File: src/swd_pkg.sv
// Package for the serial shift value to wiper decode block.
// Assumes a single 250 MHz clock domain and no register bus beyond the byte port.
`default_nettype none
package swd_pkg;
  // ==========================================
  // Widths and codes
  localparam int SWD_BYTE_W = 8;
  localparam int SWD_VAL_W = 7;
  localparam int SWD_TAP_W = 7;
  localparam logic [6:0] SWD_RESET_VALUE = 7'h40;
  localparam logic [6:0] SWD_ZERO_LIMIT = 7'h20;
  localparam logic [6:0] SWD_FULL_LIMIT = 7'h60;
  localparam logic [6:0] SWD_OFFSET = 7'h20;
  localparam logic [6:0] SWD_TAP_ZERO = 7'h00;
  localparam logic [6:0] SWD_TAP_FULL = 7'h40;
  localparam logic [7:0] SWD_CMD_VALUE = 8'h00;

  // Write request carried from the serial front end
  typedef struct packed {
    logic [7:0] cmd;
    logic [7:0] data;
  } swd_write_t;
endpackage
`default_nettype wire

File: src/swd_decode.sv
// Serial shift value store and wiper tap decode.
// Assumes the serial front end delivers one-cycle strobes in the CLK_I domain:
// a write strobe at the falling edge of the last byte's acknowledge, and a
// read strobe when a data byte must be supplied.
//
// Contract
// Store only low seven bits of byte.
// Byte MSB discarded; stored value ignores it.
// Wiper tap spans sixty-five positions 0-64.
// Stored 20h or less gives tap 00h.
// Stored 60h or more gives tap 40h.
// Between, tap equals stored minus 20h.
// Writes load value; reads return stored value.
// Supply fault reset loads 40h, tap 20h.
// Tap is unsigned binary ladder select.
// Read byte MSB is always zero.
// Latch on write acknowledge falling edge strobe.
// Non-zero command neither writes nor reads.
// Tap follows stored value without added latency.
`default_nettype none
module swd_decode
  import swd_pkg::*;
(
  input wire logic CLK_I,
  input wire logic RESET_I,
  input wire logic WRITE_STROBE_I,
  input wire swd_write_t WRITE_I,
  input wire logic READ_STROBE_I,
  input wire logic [7:0] READ_CMD_I,
  output logic [7:0] READ_DATA_O,
  output logic READ_VALID_O,
  output logic [6:0] SERIAL_SHIFT_VALUE_O,
  output logic [6:0] WIPER_TAP_O
);

  // ==========================================
  // Stored value and tap
  logic [6:0] serial_shift_value;
  logic [6:0] wiper_tap;
  logic [7:0] read_data;
  logic read_valid;
  logic [6:0] next_serial_shift_value;
  logic [6:0] next_wiper_tap;
  logic [7:0] next_read_data;
  logic next_read_valid;
  logic [6:0] decoded;

  // Decode from a given stored value
  function automatic logic [6:0] tap_of(input logic [6:0] v);
    if (v <= SWD_ZERO_LIMIT) begin
      tap_of = SWD_TAP_ZERO;
    end else if (v >= SWD_FULL_LIMIT) begin
      tap_of = SWD_TAP_FULL;
    end else begin
      tap_of = v - SWD_OFFSET;
    end
  endfunction

  // ==========================================
  // Store group: value and tap land on one edge
  always_comb begin
    next_serial_shift_value = serial_shift_value;
    if (WRITE_STROBE_I && (WRITE_I.cmd == SWD_CMD_VALUE)) begin
      next_serial_shift_value = WRITE_I.data[6:0];
    end
    // Tap from the next value, so it never lags the store
    decoded = tap_of(next_serial_shift_value);
    next_wiper_tap = decoded;
  end

  always_ff @(posedge CLK_I) begin
    if (RESET_I) begin
      serial_shift_value <= SWD_RESET_VALUE;
      wiper_tap <= SWD_RESET_VALUE - SWD_OFFSET;
    end else begin
      serial_shift_value <= next_serial_shift_value;
      wiper_tap <= next_wiper_tap;
    end
  end

  // ==========================================
  // Read group: old value wins a same-cycle write
  always_comb begin
    next_read_data = read_data;
    next_read_valid = 1'b0;
    if (READ_STROBE_I && (READ_CMD_I == SWD_CMD_VALUE)) begin
      next_read_data = {1'b0, serial_shift_value};
      next_read_valid = 1'b1;
    end
  end

  always_ff @(posedge CLK_I) begin
    if (RESET_I) begin
      read_data <= 8'h00;
      read_valid <= 1'b0;
    end else begin
      read_data <= next_read_data;
      read_valid <= next_read_valid;
    end
  end

  assign READ_DATA_O = read_data;
  assign READ_VALID_O = read_valid;
  assign SERIAL_SHIFT_VALUE_O = serial_shift_value;
  assign WIPER_TAP_O = wiper_tap;

  // ==========================================
  // Checks
  chk_tap_range: assert property (@(posedge CLK_I) disable iff (RESET_I)
    wiper_tap <= 7'h40) else $error("tap above sixty-four");
  chk_zero_clamp: assert property (@(posedge CLK_I) disable iff (RESET_I)
    serial_shift_value <= 7'h20 |-> wiper_tap == 7'h00) else $error("zero clamp wrong");
  chk_full_clamp: assert property (@(posedge CLK_I) disable iff (RESET_I)
    serial_shift_value >= 7'h60 |-> wiper_tap == 7'h40) else $error("full clamp wrong");
  chk_mid_offset: assert property (@(posedge CLK_I) disable iff (RESET_I)
    (serial_shift_value > 7'h20 && serial_shift_value < 7'h60)
      |-> wiper_tap == serial_shift_value - 7'h20) else $error("offset decode wrong");
  chk_write_load: assert property (@(posedge CLK_I) disable iff (RESET_I)
    WRITE_STROBE_I && WRITE_I.cmd == 8'h00 |=> serial_shift_value == $past(WRITE_I.data[6:0]))
    else $error("write not loaded");
  chk_bad_cmd_hold: assert property (@(posedge CLK_I) disable iff (RESET_I)
    WRITE_STROBE_I && WRITE_I.cmd != 8'h00 |=> $stable(serial_shift_value))
    else $error("bad command wrote");
  chk_read_msb: assert property (@(posedge CLK_I) disable iff (RESET_I)
    READ_STROBE_I && READ_CMD_I == 8'h00
      |=> read_valid && read_data == {1'b0, $past(serial_shift_value)})
    else $error("read data wrong");
  chk_reset_mid: assert property (@(posedge CLK_I)
    $past(RESET_I) |-> serial_shift_value == 7'h40 && wiper_tap == 7'h20)
    else $error("reset value wrong");
  chk_no_write_hold: assert property (@(posedge CLK_I) disable iff (RESET_I)
    !WRITE_STROBE_I |=> $stable(serial_shift_value)) else $error("value changed unasked");
  chk_msb_ignored: assert property (@(posedge CLK_I) disable iff (RESET_I)
    WRITE_STROBE_I && WRITE_I.cmd == 8'h00 && WRITE_I.data[7]
      |=> serial_shift_value == $past(WRITE_I.data[6:0])) else $error("top bit leaked");
  chk_write_tap: assert property (@(posedge CLK_I) disable iff (RESET_I)
    WRITE_STROBE_I && WRITE_I.cmd == 8'h00 && WRITE_I.data[6:0] == 7'h40
      |=> wiper_tap == 7'h20) else $error("tap lags store");
  chk_floor_tap: assert property (@(posedge CLK_I) disable iff (RESET_I)
    serial_shift_value == 7'h00 |-> wiper_tap == 7'h00) else $error("floor tap wrong");
  chk_ceiling_tap: assert property (@(posedge CLK_I) disable iff (RESET_I)
    serial_shift_value == 7'h7f |-> wiper_tap == 7'h40) else $error("ceiling tap wrong");
  chk_read_refused: assert property (@(posedge CLK_I) disable iff (RESET_I)
    READ_STROBE_I && READ_CMD_I != 8'h00 |=> !read_valid && $stable(read_data))
    else $error("bad command read");
  chk_read_idle: assert property (@(posedge CLK_I) disable iff (RESET_I)
    !READ_STROBE_I |=> !read_valid && $stable(read_data)) else $error("read unasked");
  chk_read_top_bit: assert property (@(posedge CLK_I) disable iff (RESET_I)
    read_data[7] == 1'b0) else $error("read top bit set");
  chk_reset_read: assert property (@(posedge CLK_I)
    $past(RESET_I) |-> read_data == 8'h00 && !read_valid) else $error("read reset wrong");

  // ==========================================
  // Per-bit read echo
  for (genvar b = 0; b < SWD_VAL_W; b++) begin : g_read_bit
    chk_read_bit_echo: assert property (@(posedge CLK_I) disable iff (RESET_I)
      READ_STROBE_I && READ_CMD_I == 8'h00
        |=> read_data[b] == $past(serial_shift_value[b])) else $error("read bit wrong");
  end

endmodule // swd_decode
`default_nettype wire

File: config.mk
export PLATFORM = sky130hd
export DESIGN_NAME = swd_decode
export DESIGN_NICKNAME = d
export VERILOG_FILES = /design/src/swd_pkg.sv /design/src/swd_decode.sv
export SDC_FILE = /design/constraint.sdc
export NUM_CORES = 1
export LEC_CHECK = 0
export BUFFER_PORTS_ARGS = -buffer_cell sky130_fd_sc_hd__buf_4
export CORE_MARGIN = 10
export CORE_UTILIZATION = 48
export CTS_BUF_LIST = sky130_fd_sc_hd__clkbuf_2
export CTS_CLUSTER_DIAMETER = 200
export CTS_CLUSTER_SIZE = 12
export DETAILED_ROUTE_END_ITERATION = 8
export HOLD_SLACK_MARGIN = 0.1
export PLACE_DENSITY = 0.86
export SLEW_MARGIN = 30
export SYNTH_ARGS = -nofsm -noshare
export SYNTH_HDL_FRONTEND = slang
export SYNTH_SLANG_ARGS = --single-unit
File: constraint.sdc
create_clock -name CLK_I -period 3.2 [get_ports CLK_I]
set_input_delay 0.16 -clock CLK_I [delete_from_list [all_inputs] [get_ports CLK_I]]
set_output_delay 0.16 -clock CLK_I [all_outputs]
set_load 0.01 [all_outputs]
Yosys cells after proc, flatten, opt, wreduce, memory -nomap -nowiden
Index checks and enable logic that the tools add are counted.
Cells by class
  $add $sub $neg: 1
  reductions and logical operators: 6
  magnitude comparators: 2
  multiplexer cells: 4
Operators with widths (count)
  8-bit zero test: 2
  7-bit 2-to-1 mux: 2
  7-bit greater-or-equal comparator, second input constant: 1
  7-bit by 6-bit less-or-equal comparator with 1-bit output, second input constant: 1
  7-bit by 6-bit subtractor with 7-bit output, second input constant: 1
  6-bit 2-to-1 mux: 1
  3-bit OR reduction: 1
  1-bit logical AND: 2
  2-bit OR reduction: 1
  1-bit 2-to-1 mux: 1
Word-level totals
  input port bits: 28
  output and inout port bits: 23
  logic and storage cells: 19
  register bits: 22

Depth between registers and ports, before layout
Gate-level depths: netlist of the first run.
  depth after elaboration: 6
  gate-level depth with buffers: 8
  gate-level depth less buffers: 8

Worst setup path before layout of the first run
OpenSTA, ideal clock, no wires.
  path type: in2reg
  start: input port WRITE_I[12] (netlist bit)
  end: register wiper_tap[2] (netlist: WIPER_TAP_O[2])
  data required time: 3135 ps
  library setup time: 65 ps
  setup slack: 1485 ps
  stages on the path: 7
  path buffers: 0
  data arrival time: 1651 ps
  path through: nor4b_4 nand3_4 mux2i_1 inv_1 ha_1 or3_1 nor2_1
Between the ends
  cells in the longest elaborated chain, start to end: 5
  elaborated cells between the ends (all ways): 7
  classes of those cells: add/sub (1); order compare (2); mux (1); reduce/logical (3)
RTL lines
  start: declaration: RTL line swd_decode.sv:27  | input wire swd_write_t WRITE_I,
  8-bit zero test *: RTL line swd_decode.sv:63  | if (WRITE_STROBE_I && (WRITE_I.cmd == SWD_CMD_VALUE)) begin
  1-bit logical AND *: RTL line swd_decode.sv:63
  7-bit 2-to-1 mux *: RTL line swd_decode.sv:63
  named net next_serial_shift_value[6]: RTL line swd_decode.sv:42  | logic [6:0] next_serial_shift_value;
  7-bit by 6-bit less-or-equal comparator with 1-bit output or 7-bit greater-or-equal comparator (tied branches): RTL line swd_decode.sv:50, swd_decode.sv:52
  3-bit OR reduction (no line) *
  end signal: assignment: RTL line swd_decode.sv:74  | wiper_tap <= SWD_RESET_VALUE - SWD_OFFSET;
  end signal: assignment: RTL line swd_decode.sv:77  | wiper_tap <= next_wiper_tap;
  end: declaration: RTL line swd_decode.sv:39  | logic [6:0] wiper_tap;
Mark *: on every way through the listed nets, which the timed path passes. The rest lies on a longest branch.
A chain may end at the register's enable or synchronous reset.

Final worst setup path of the first run
  start: input port WRITE_I[12] (netlist bit)
  end: register wiper_tap[4] (netlist: WIPER_TAP_O[4])
Same word-level chain as after synthesis.

==> results.yml, run 1 <==
setup_path:
  required_ns: 3.47
  crit_path_end_kind: "flip-flop"
  cp_slowest_cell: "or3_1"
  path_cells: "buf_4, nor4b_4, nand3_4, mux2i_2, inv_1, ha_1, or3_1, nor2_1"
  crit_fanout: 8
  critPathMaxStageDelay_ns: 0.39
  cpLargestDelayFamily: "simple AND/OR/NAND/NOR gates"
  timing.rr.start: "SERIAL_SHIFT_VALUE_O[5]$_SDFF_PP0_"
  r2r_setup_slack_ns: 1.68
  arrival_ns: 1.98
  crit_start: "WRITE_I[12]"
  crit_buf_inv: 2
  path_class: "input pin to flip-flop"
  startpoint_type: "input pin"
hold_path:
  hold_path.startpoint: "WRITE_I[2]"
  holdCritPathClass: "input pin to flip-flop"
synthesis:
  ys_seq_area_share_pct: 49.44
  synthCells: 86
  synth-seq-cells: 22
  ys_types: 24
  avgSynthCellArea_sq_um: 10.36
  syn_nets: 116
  syn-cell-area_sq_um: 890.9
  yosysWarnings: 0
sta:
  fin_crit_sh_pct: 53.26
  achievable-frequency_mhz: 586.7
  rsz0062_at_grt: "no"
  relSlewSlack_pct: 66.25
  report.final.slew_viol_count: 0
  setup_viol_count_final: 0
  post-route-min-period_ns: 1.704
  clock_skew_ns: 0.01320
  tightest_slew_ns: 0.5036
  hold_violations: 0
  final.setup.tns_ns: 0
  holdWs_ns: 0.1090
job:
  drv_cap: 0
global_routing:
  antenna_found_initial: 0
  grt_overflow: 0
  grt_max_degree: 19
  grt_pass1_vias: 874
  grt_usage_pct: 13.14
  grt_pass1_wl_um: 4278
final_layout:
  nFillCells: 137
  fin_nets: 168
  utilization_pct: 76.63
  syn2layout_area_growth_pct: 50.14
  drive_gt1_share_pct: 41.61
  diodes: 0
cts:
  cts_made_buffers: 3
  cts_buffer_depth: 2
  htree_num_levels: 1
  clkLatencyLatePin_ns: 0.33
  clock-sinks: 22
  path_clk_slew_ns: 0.22
  cts_root_buf: "clkbuf_2"
  cts_resized: 0
  cts_tree: "yes"
floorplanning:
  io-pin-count: 51
  initial_utilization_pct: 51.04
  core.rowCount: 15
  core_sq_mm: 0.001745
  die_h_um: 63.08
  dieArea_sq_mm: 0.003979
  die_w_um: 63.08
routing:
  wl_per_cell_um: 16.36
  finalWirelength_um: 2650
  vias_per_cell: 4.944
  first_iter_violations: 21
  antenna_left: 0
  route.vias.total: 801
  first_pass_iters: 5
  drc_errors: 0
power:
  ir_worst_vdd_mv: 0.3618
  powerDensity_mw_per_mm2: 382.3
  p_total_uw: 511.3
  p_leak_uw: 0.0007102
placement:
  hpwl_um: 2059
  gp_congestion: 0.6803
  port_buffers: 48
run_status:
  outcome: "finished clean"
==> registers in the layout (all words and copies together) (netlist names) <==
signal                flops
READ_DATA_O               7
READ_VALID_O              1
SERIAL_SHIFT_VALUE_O      7
WIPER_TAP_O               7
==> kinds of logic (layout without fill, tap and decap cells) <==
kind of cell	count (synthesis)	count (layout)	share of synthesized area (%)
adder cells (fa/ha/maj)	2	2	2.809
buffers and inverters	6	57	3.090
multiplexers	16	16	18.40
flip-flops	22	22	49.44
AO/OA/AOI/OAI	2	2	1.546
other	1	1	0.4209
AND/OR/NAND/NOR	37	37	24.30
==> synth_stat cells, drive strengths merged <==
library cell  count  area share (%)
mux2i            16              18
nor4              2             1.4
buf               2             1.4
nor4b             1             2.7
nor3              3             2.8
nand2b            2             1.4
a21o              1            0.84
ha                2             2.8
or4b              1             1.1
nand4             1            0.70
o22ai             1            0.70
nand4b            1            0.98
conb              1            0.42
dfxtp            22              49
or3               1            0.70
clkbuf            2            0.84
nor2             22             9.3
inv               2            0.84
nand3             1             2.0
nand3b            1            0.84
nand2             1            0.42
==> cells in the final DEF (no fill, tap or decap), drive strengths merged, types with 2 or more instances in the layout <==
cell type,count
nor3,3
nor2,22
inv,2
clkbuf,3
mux2i,16
ha,2
buf,48
dfxtp,22
dlygate4sd3,3
nor4,2
nand2b,2
==> final timing paths <==
| kind | to | depth (start not counted) |
|---|---|---|
| max | WIPER_TAP_O[4]$_SDFF_PP0_ | 8 |
| min | SERIAL_SHIFT_VALUE_O[2]$_SDFF_PP0_ | 3 |
| max reg2reg | WIPER_TAP_O[4]$_SDFF_PP0_ | 5 |
| min reg2reg | READ_DATA_O[5]$_SDFFE_PP0P_ | 2 |
==> tightest hold or removal path, stage by stage <==
cell and delay [ns]:
buf_4 0.09, mux2i_1 0.08, nor2_1 0.09
==> stage by stage <==
stage / cells / instance area (sq um) / setup slack, ns
finish: 162 / 1338 / 1.496
global placement: 155 / 1262 / 1.245
detailed placement: 155 / 1262 / 1.169
global route: 162 / 1338 / 1.400
CTS: 162 / 1338 / 1.509
floorplan: 86 / 890.9 / 1.485
==> cell type report <==
class                      instances  area (sq um)  share of cell area, %
sequential                        22         440.4                  32.93
multi-input combinational         58         422.9                  31.62
timing repair buffer              51         390.4                  29.19
tap                               25         31.28                  2.339
clock inverter                     1         30.03                  2.245
clock buffer                       3         15.01                  1.123
inverter                           2         7.507                 0.5613
==> layer usage <==
layer | share of wire [%] | track usage [%] | up-vias
met5 | 0 | 0 | -
met1 | 38 | 13.39 | 365
li1 | - | - | 393
met2 | 52 | 24.37 | 39
met4 | 2.2 | 5.587 | 0
met3 | 7.8 | 3.534 | 4
==> where the power goes <==
group	internal (uW)	total [uW]	switching, uW	leakage (uW)
clock network	108	193	84.8	0.0000266
logic	27.0	43.6	16.7	0.000506
registers	275	275	0.200	0.000177
==> repair_timing <==
action                    CTS  global route
setup buffers               0             0
hold endpoints to repair    4             0
hold buffers                3             0
Note: power is estimated with default switching activity, not from simulation.
==> run 2, diff against run 1 <==
--- a/config.mk
+++ b/config.mk
@@ -7,13 +7,13 @@
 export LEC_CHECK = 0
 export BUFFER_PORTS_ARGS = -buffer_cell sky130_fd_sc_hd__buf_4
 export CORE_MARGIN = 10
-export CORE_UTILIZATION = 48
+export CORE_UTILIZATION = 44
 export CTS_BUF_LIST = sky130_fd_sc_hd__clkbuf_2
 export CTS_CLUSTER_DIAMETER = 200
 export CTS_CLUSTER_SIZE = 12
 export DETAILED_ROUTE_END_ITERATION = 8
 export HOLD_SLACK_MARGIN = 0.1
-export PLACE_DENSITY = 0.86
+export PLACE_DENSITY = 0.8
 export SLEW_MARGIN = 30
 export SYNTH_ARGS = -nofsm -noshare
 export SYNTH_HDL_FRONTEND = slang
==> constraint.sdc (replaced) <==
create_clock -name CLK_I -period 1.7 [get_ports CLK_I]
set_input_delay 0.085 -clock CLK_I [delete_from_list [all_inputs] [get_ports CLK_I]]
set_output_delay 0.085 -clock CLK_I [all_outputs]
set_load 0.01 [all_outputs]
==> run 2 against run 1 <==
- non-clock buffer count increased by 13
- critical path depth decreased by 1
- worst hold slack improved by 0.069 ns
- first-iteration DRC count decreased by 62%
- sequential power increased by 88%
- sequential cell count unchanged
- clock power increased by 5%
- register-to-register slack got worse by 1.5 ns
- core utilization decreased by 2.8 points
- global-route usage decreased by 1.2 points
- die area increased by 6.2%
- critical endpoint is now WIPER_TAP_O[3]$_SDFF_PP0_
- largest power group unchanged
==> results.yml, run 2 (synthesis gave the netlist of run 1 again) <==
sta:
  post-route-min-period_ns: 1.525
  clock_skew_ns: 0.0006136
  setup_viol_count_final: 0
  achievable-frequency_mhz: 655.8
  report.final.slew_viol_count: 0
  hold_violations: 0
  fin_crit_sh_pct: 89.70
  holdWs_ns: 0.1779
  rsz0062_at_grt: "no"
global_routing:
  grt_max_degree: 19
  grt_pass1_wl_um: 4188
  antenna_found_initial: 0
  grt_pass1_vias: 919
  grt_usage_pct: 11.96
  grt_overflow: 0
cts:
  clock-sinks: 22
  clkLatencyLatePin_ns: 0.31
  cts_tree: "yes"
  cts_buffer_depth: 2
  path_clk_slew_ns: 0.20
  cts_root_buf: "clkbuf_2"
  cts_made_buffers: 3
  htree_num_levels: 1
hold_path:
  holdCritPathClass: "input pin to flip-flop"
final_layout:
  stdcell_count: 177
  drive_gt1_share_pct: 40.00
  final_common_cell: "buf_4"
  syn2layout_area_growth_pct: 60.96
  fin_nets: 181
  layout_common_cells: "52 x buf_4, 22 x dfxtp_1, 22 x nor2_1, 15 x mux2i_1, 12 x dlygate4sd3_1"
  diodes: 0
  utilization_pct: 73.84
placement:
  dpl.cell_count: 161
  port_buffers: 48
  gp_congestion: 0.9002
  hpwl_um: 2096
setup_path:
  crit_path_end_kind: "flip-flop"
  startpoint_type: "input pin"
  crit_fanout: 5
  required_ns: 1.97
  arrival_ns: 1.80
  path_class: "input pin to flip-flop"
floorplanning:
  die_w_um: 65.00
  core_sq_mm: 0.001942
  die_h_um: 65.00
  io-pin-count: 51
  dieArea_sq_mm: 0.004224
  core.rowCount: 16
  initial_utilization_pct: 45.88
power:
  ir_worst_vdd_mv: 0.5482
  powerDensity_mw_per_mm2: 566.6
  p_leak_uw: 0.0007647
routing:
  wl_per_cell_um: 14.58
  route.vias.total: 821
  antenna_left: 0
  drc_errors: 0
  first_iter_violations: 8
  vias_per_cell: 4.638
  first_pass_iters: 4
  finalWirelength_um: 2580
run_status:
  outcome: "finished clean"
job:
  drv_cap: 0
[run 2: cell count changes in the layout (fill, tap and decap cells not counted), sizes merged]
cell         change
dlygate4sd3      +9
bufinv           -1
buf              +4
clkinv           +1
[run 2: worst max-delay path, cell delays in order]
cell	delay [ns]
dlygate4sd3_1	0.54
buf_4	0.14
mux2i_1	0.22
inv_1	0.08
ha_1	0.22
or3_1	0.39
nor2_1	0.12
[run 2: layout make-up]
class	count	area [sq um]
tap	27	33.78
clock inverter	1	3.754
clock buffer	3	15.01
sequential	22	440.4
fill	159	508.0
inverter	2	7.507
multi-input combinational	58	422.9
timing repair buffer	64	510.5
[run 2: power breakdown]
| part | internal, uW | leakage [uW] | switching, uW |
|---|---|---|---|
| logic | 60.3 | 0.000573 | 32.3 |
| registers | 517 | 0.000177 | 0.373 |
| clock network | 51.2 | 0.0000140 | 151 |
| total | 629 | 0.000765 | 184 |
[run 2: stage by stage]
step           TNS [ns]  worst slack (ns)  instance area (sq um)  total power, uW
3_5_place_dp    -0.6378           -0.1225                   1295            603.3
5_1_grt               0           0.09610                   1434            835.2
4_1_cts               0            0.1988                   1434            814.9
6_report              0            0.1751                   1434            812.5
3_3_place_gp    -0.2952          -0.05912                   1295            600.5
2_1_floorplan         0           0.05986                  890.9            549.9
[run 2: path summary, 6_finish.rpt]
path / start / end / slack (ns) / depth (start not counted)
min reg2reg: READ_DATA_O[1]$_SDFFE_PP0P_ / READ_DATA_O[1]$_SDFFE_PP0P_ / 0.53 / 2
min: WRITE_I[5] / SERIAL_SHIFT_VALUE_O[5]$_SDFF_PP0_ / 0.18 / 4
max: WRITE_I[6] / WIPER_TAP_O[3]$_SDFF_PP0_ / 0.18 / 7
max reg2reg: SERIAL_SHIFT_VALUE_O[6]$_SDFF_PP1_ / WIPER_TAP_O[3]$_SDFF_PP0_ / 0.21 / 5
[run 2: what timing repair did]
item	CTS	global route
resized for setup	0	0
endpoints found under the hold margin	22	0
setup buffers	0	0
hold buffers	12	0
[run 2: routing by layer]
| layer | vias to the layer above | track usage [%] | part of all wire (%) |
|---|---|---|---|
| met5 | - | 0 | 0 |
| met4 | 0 | 2.406 | 0 |
| met3 | 0 | 7.560 | 13 |
| met2 | 33 | 20.32 | 48 |
| met1 | 369 | 12.25 | 39 |
| li1 | 419 | - | - |
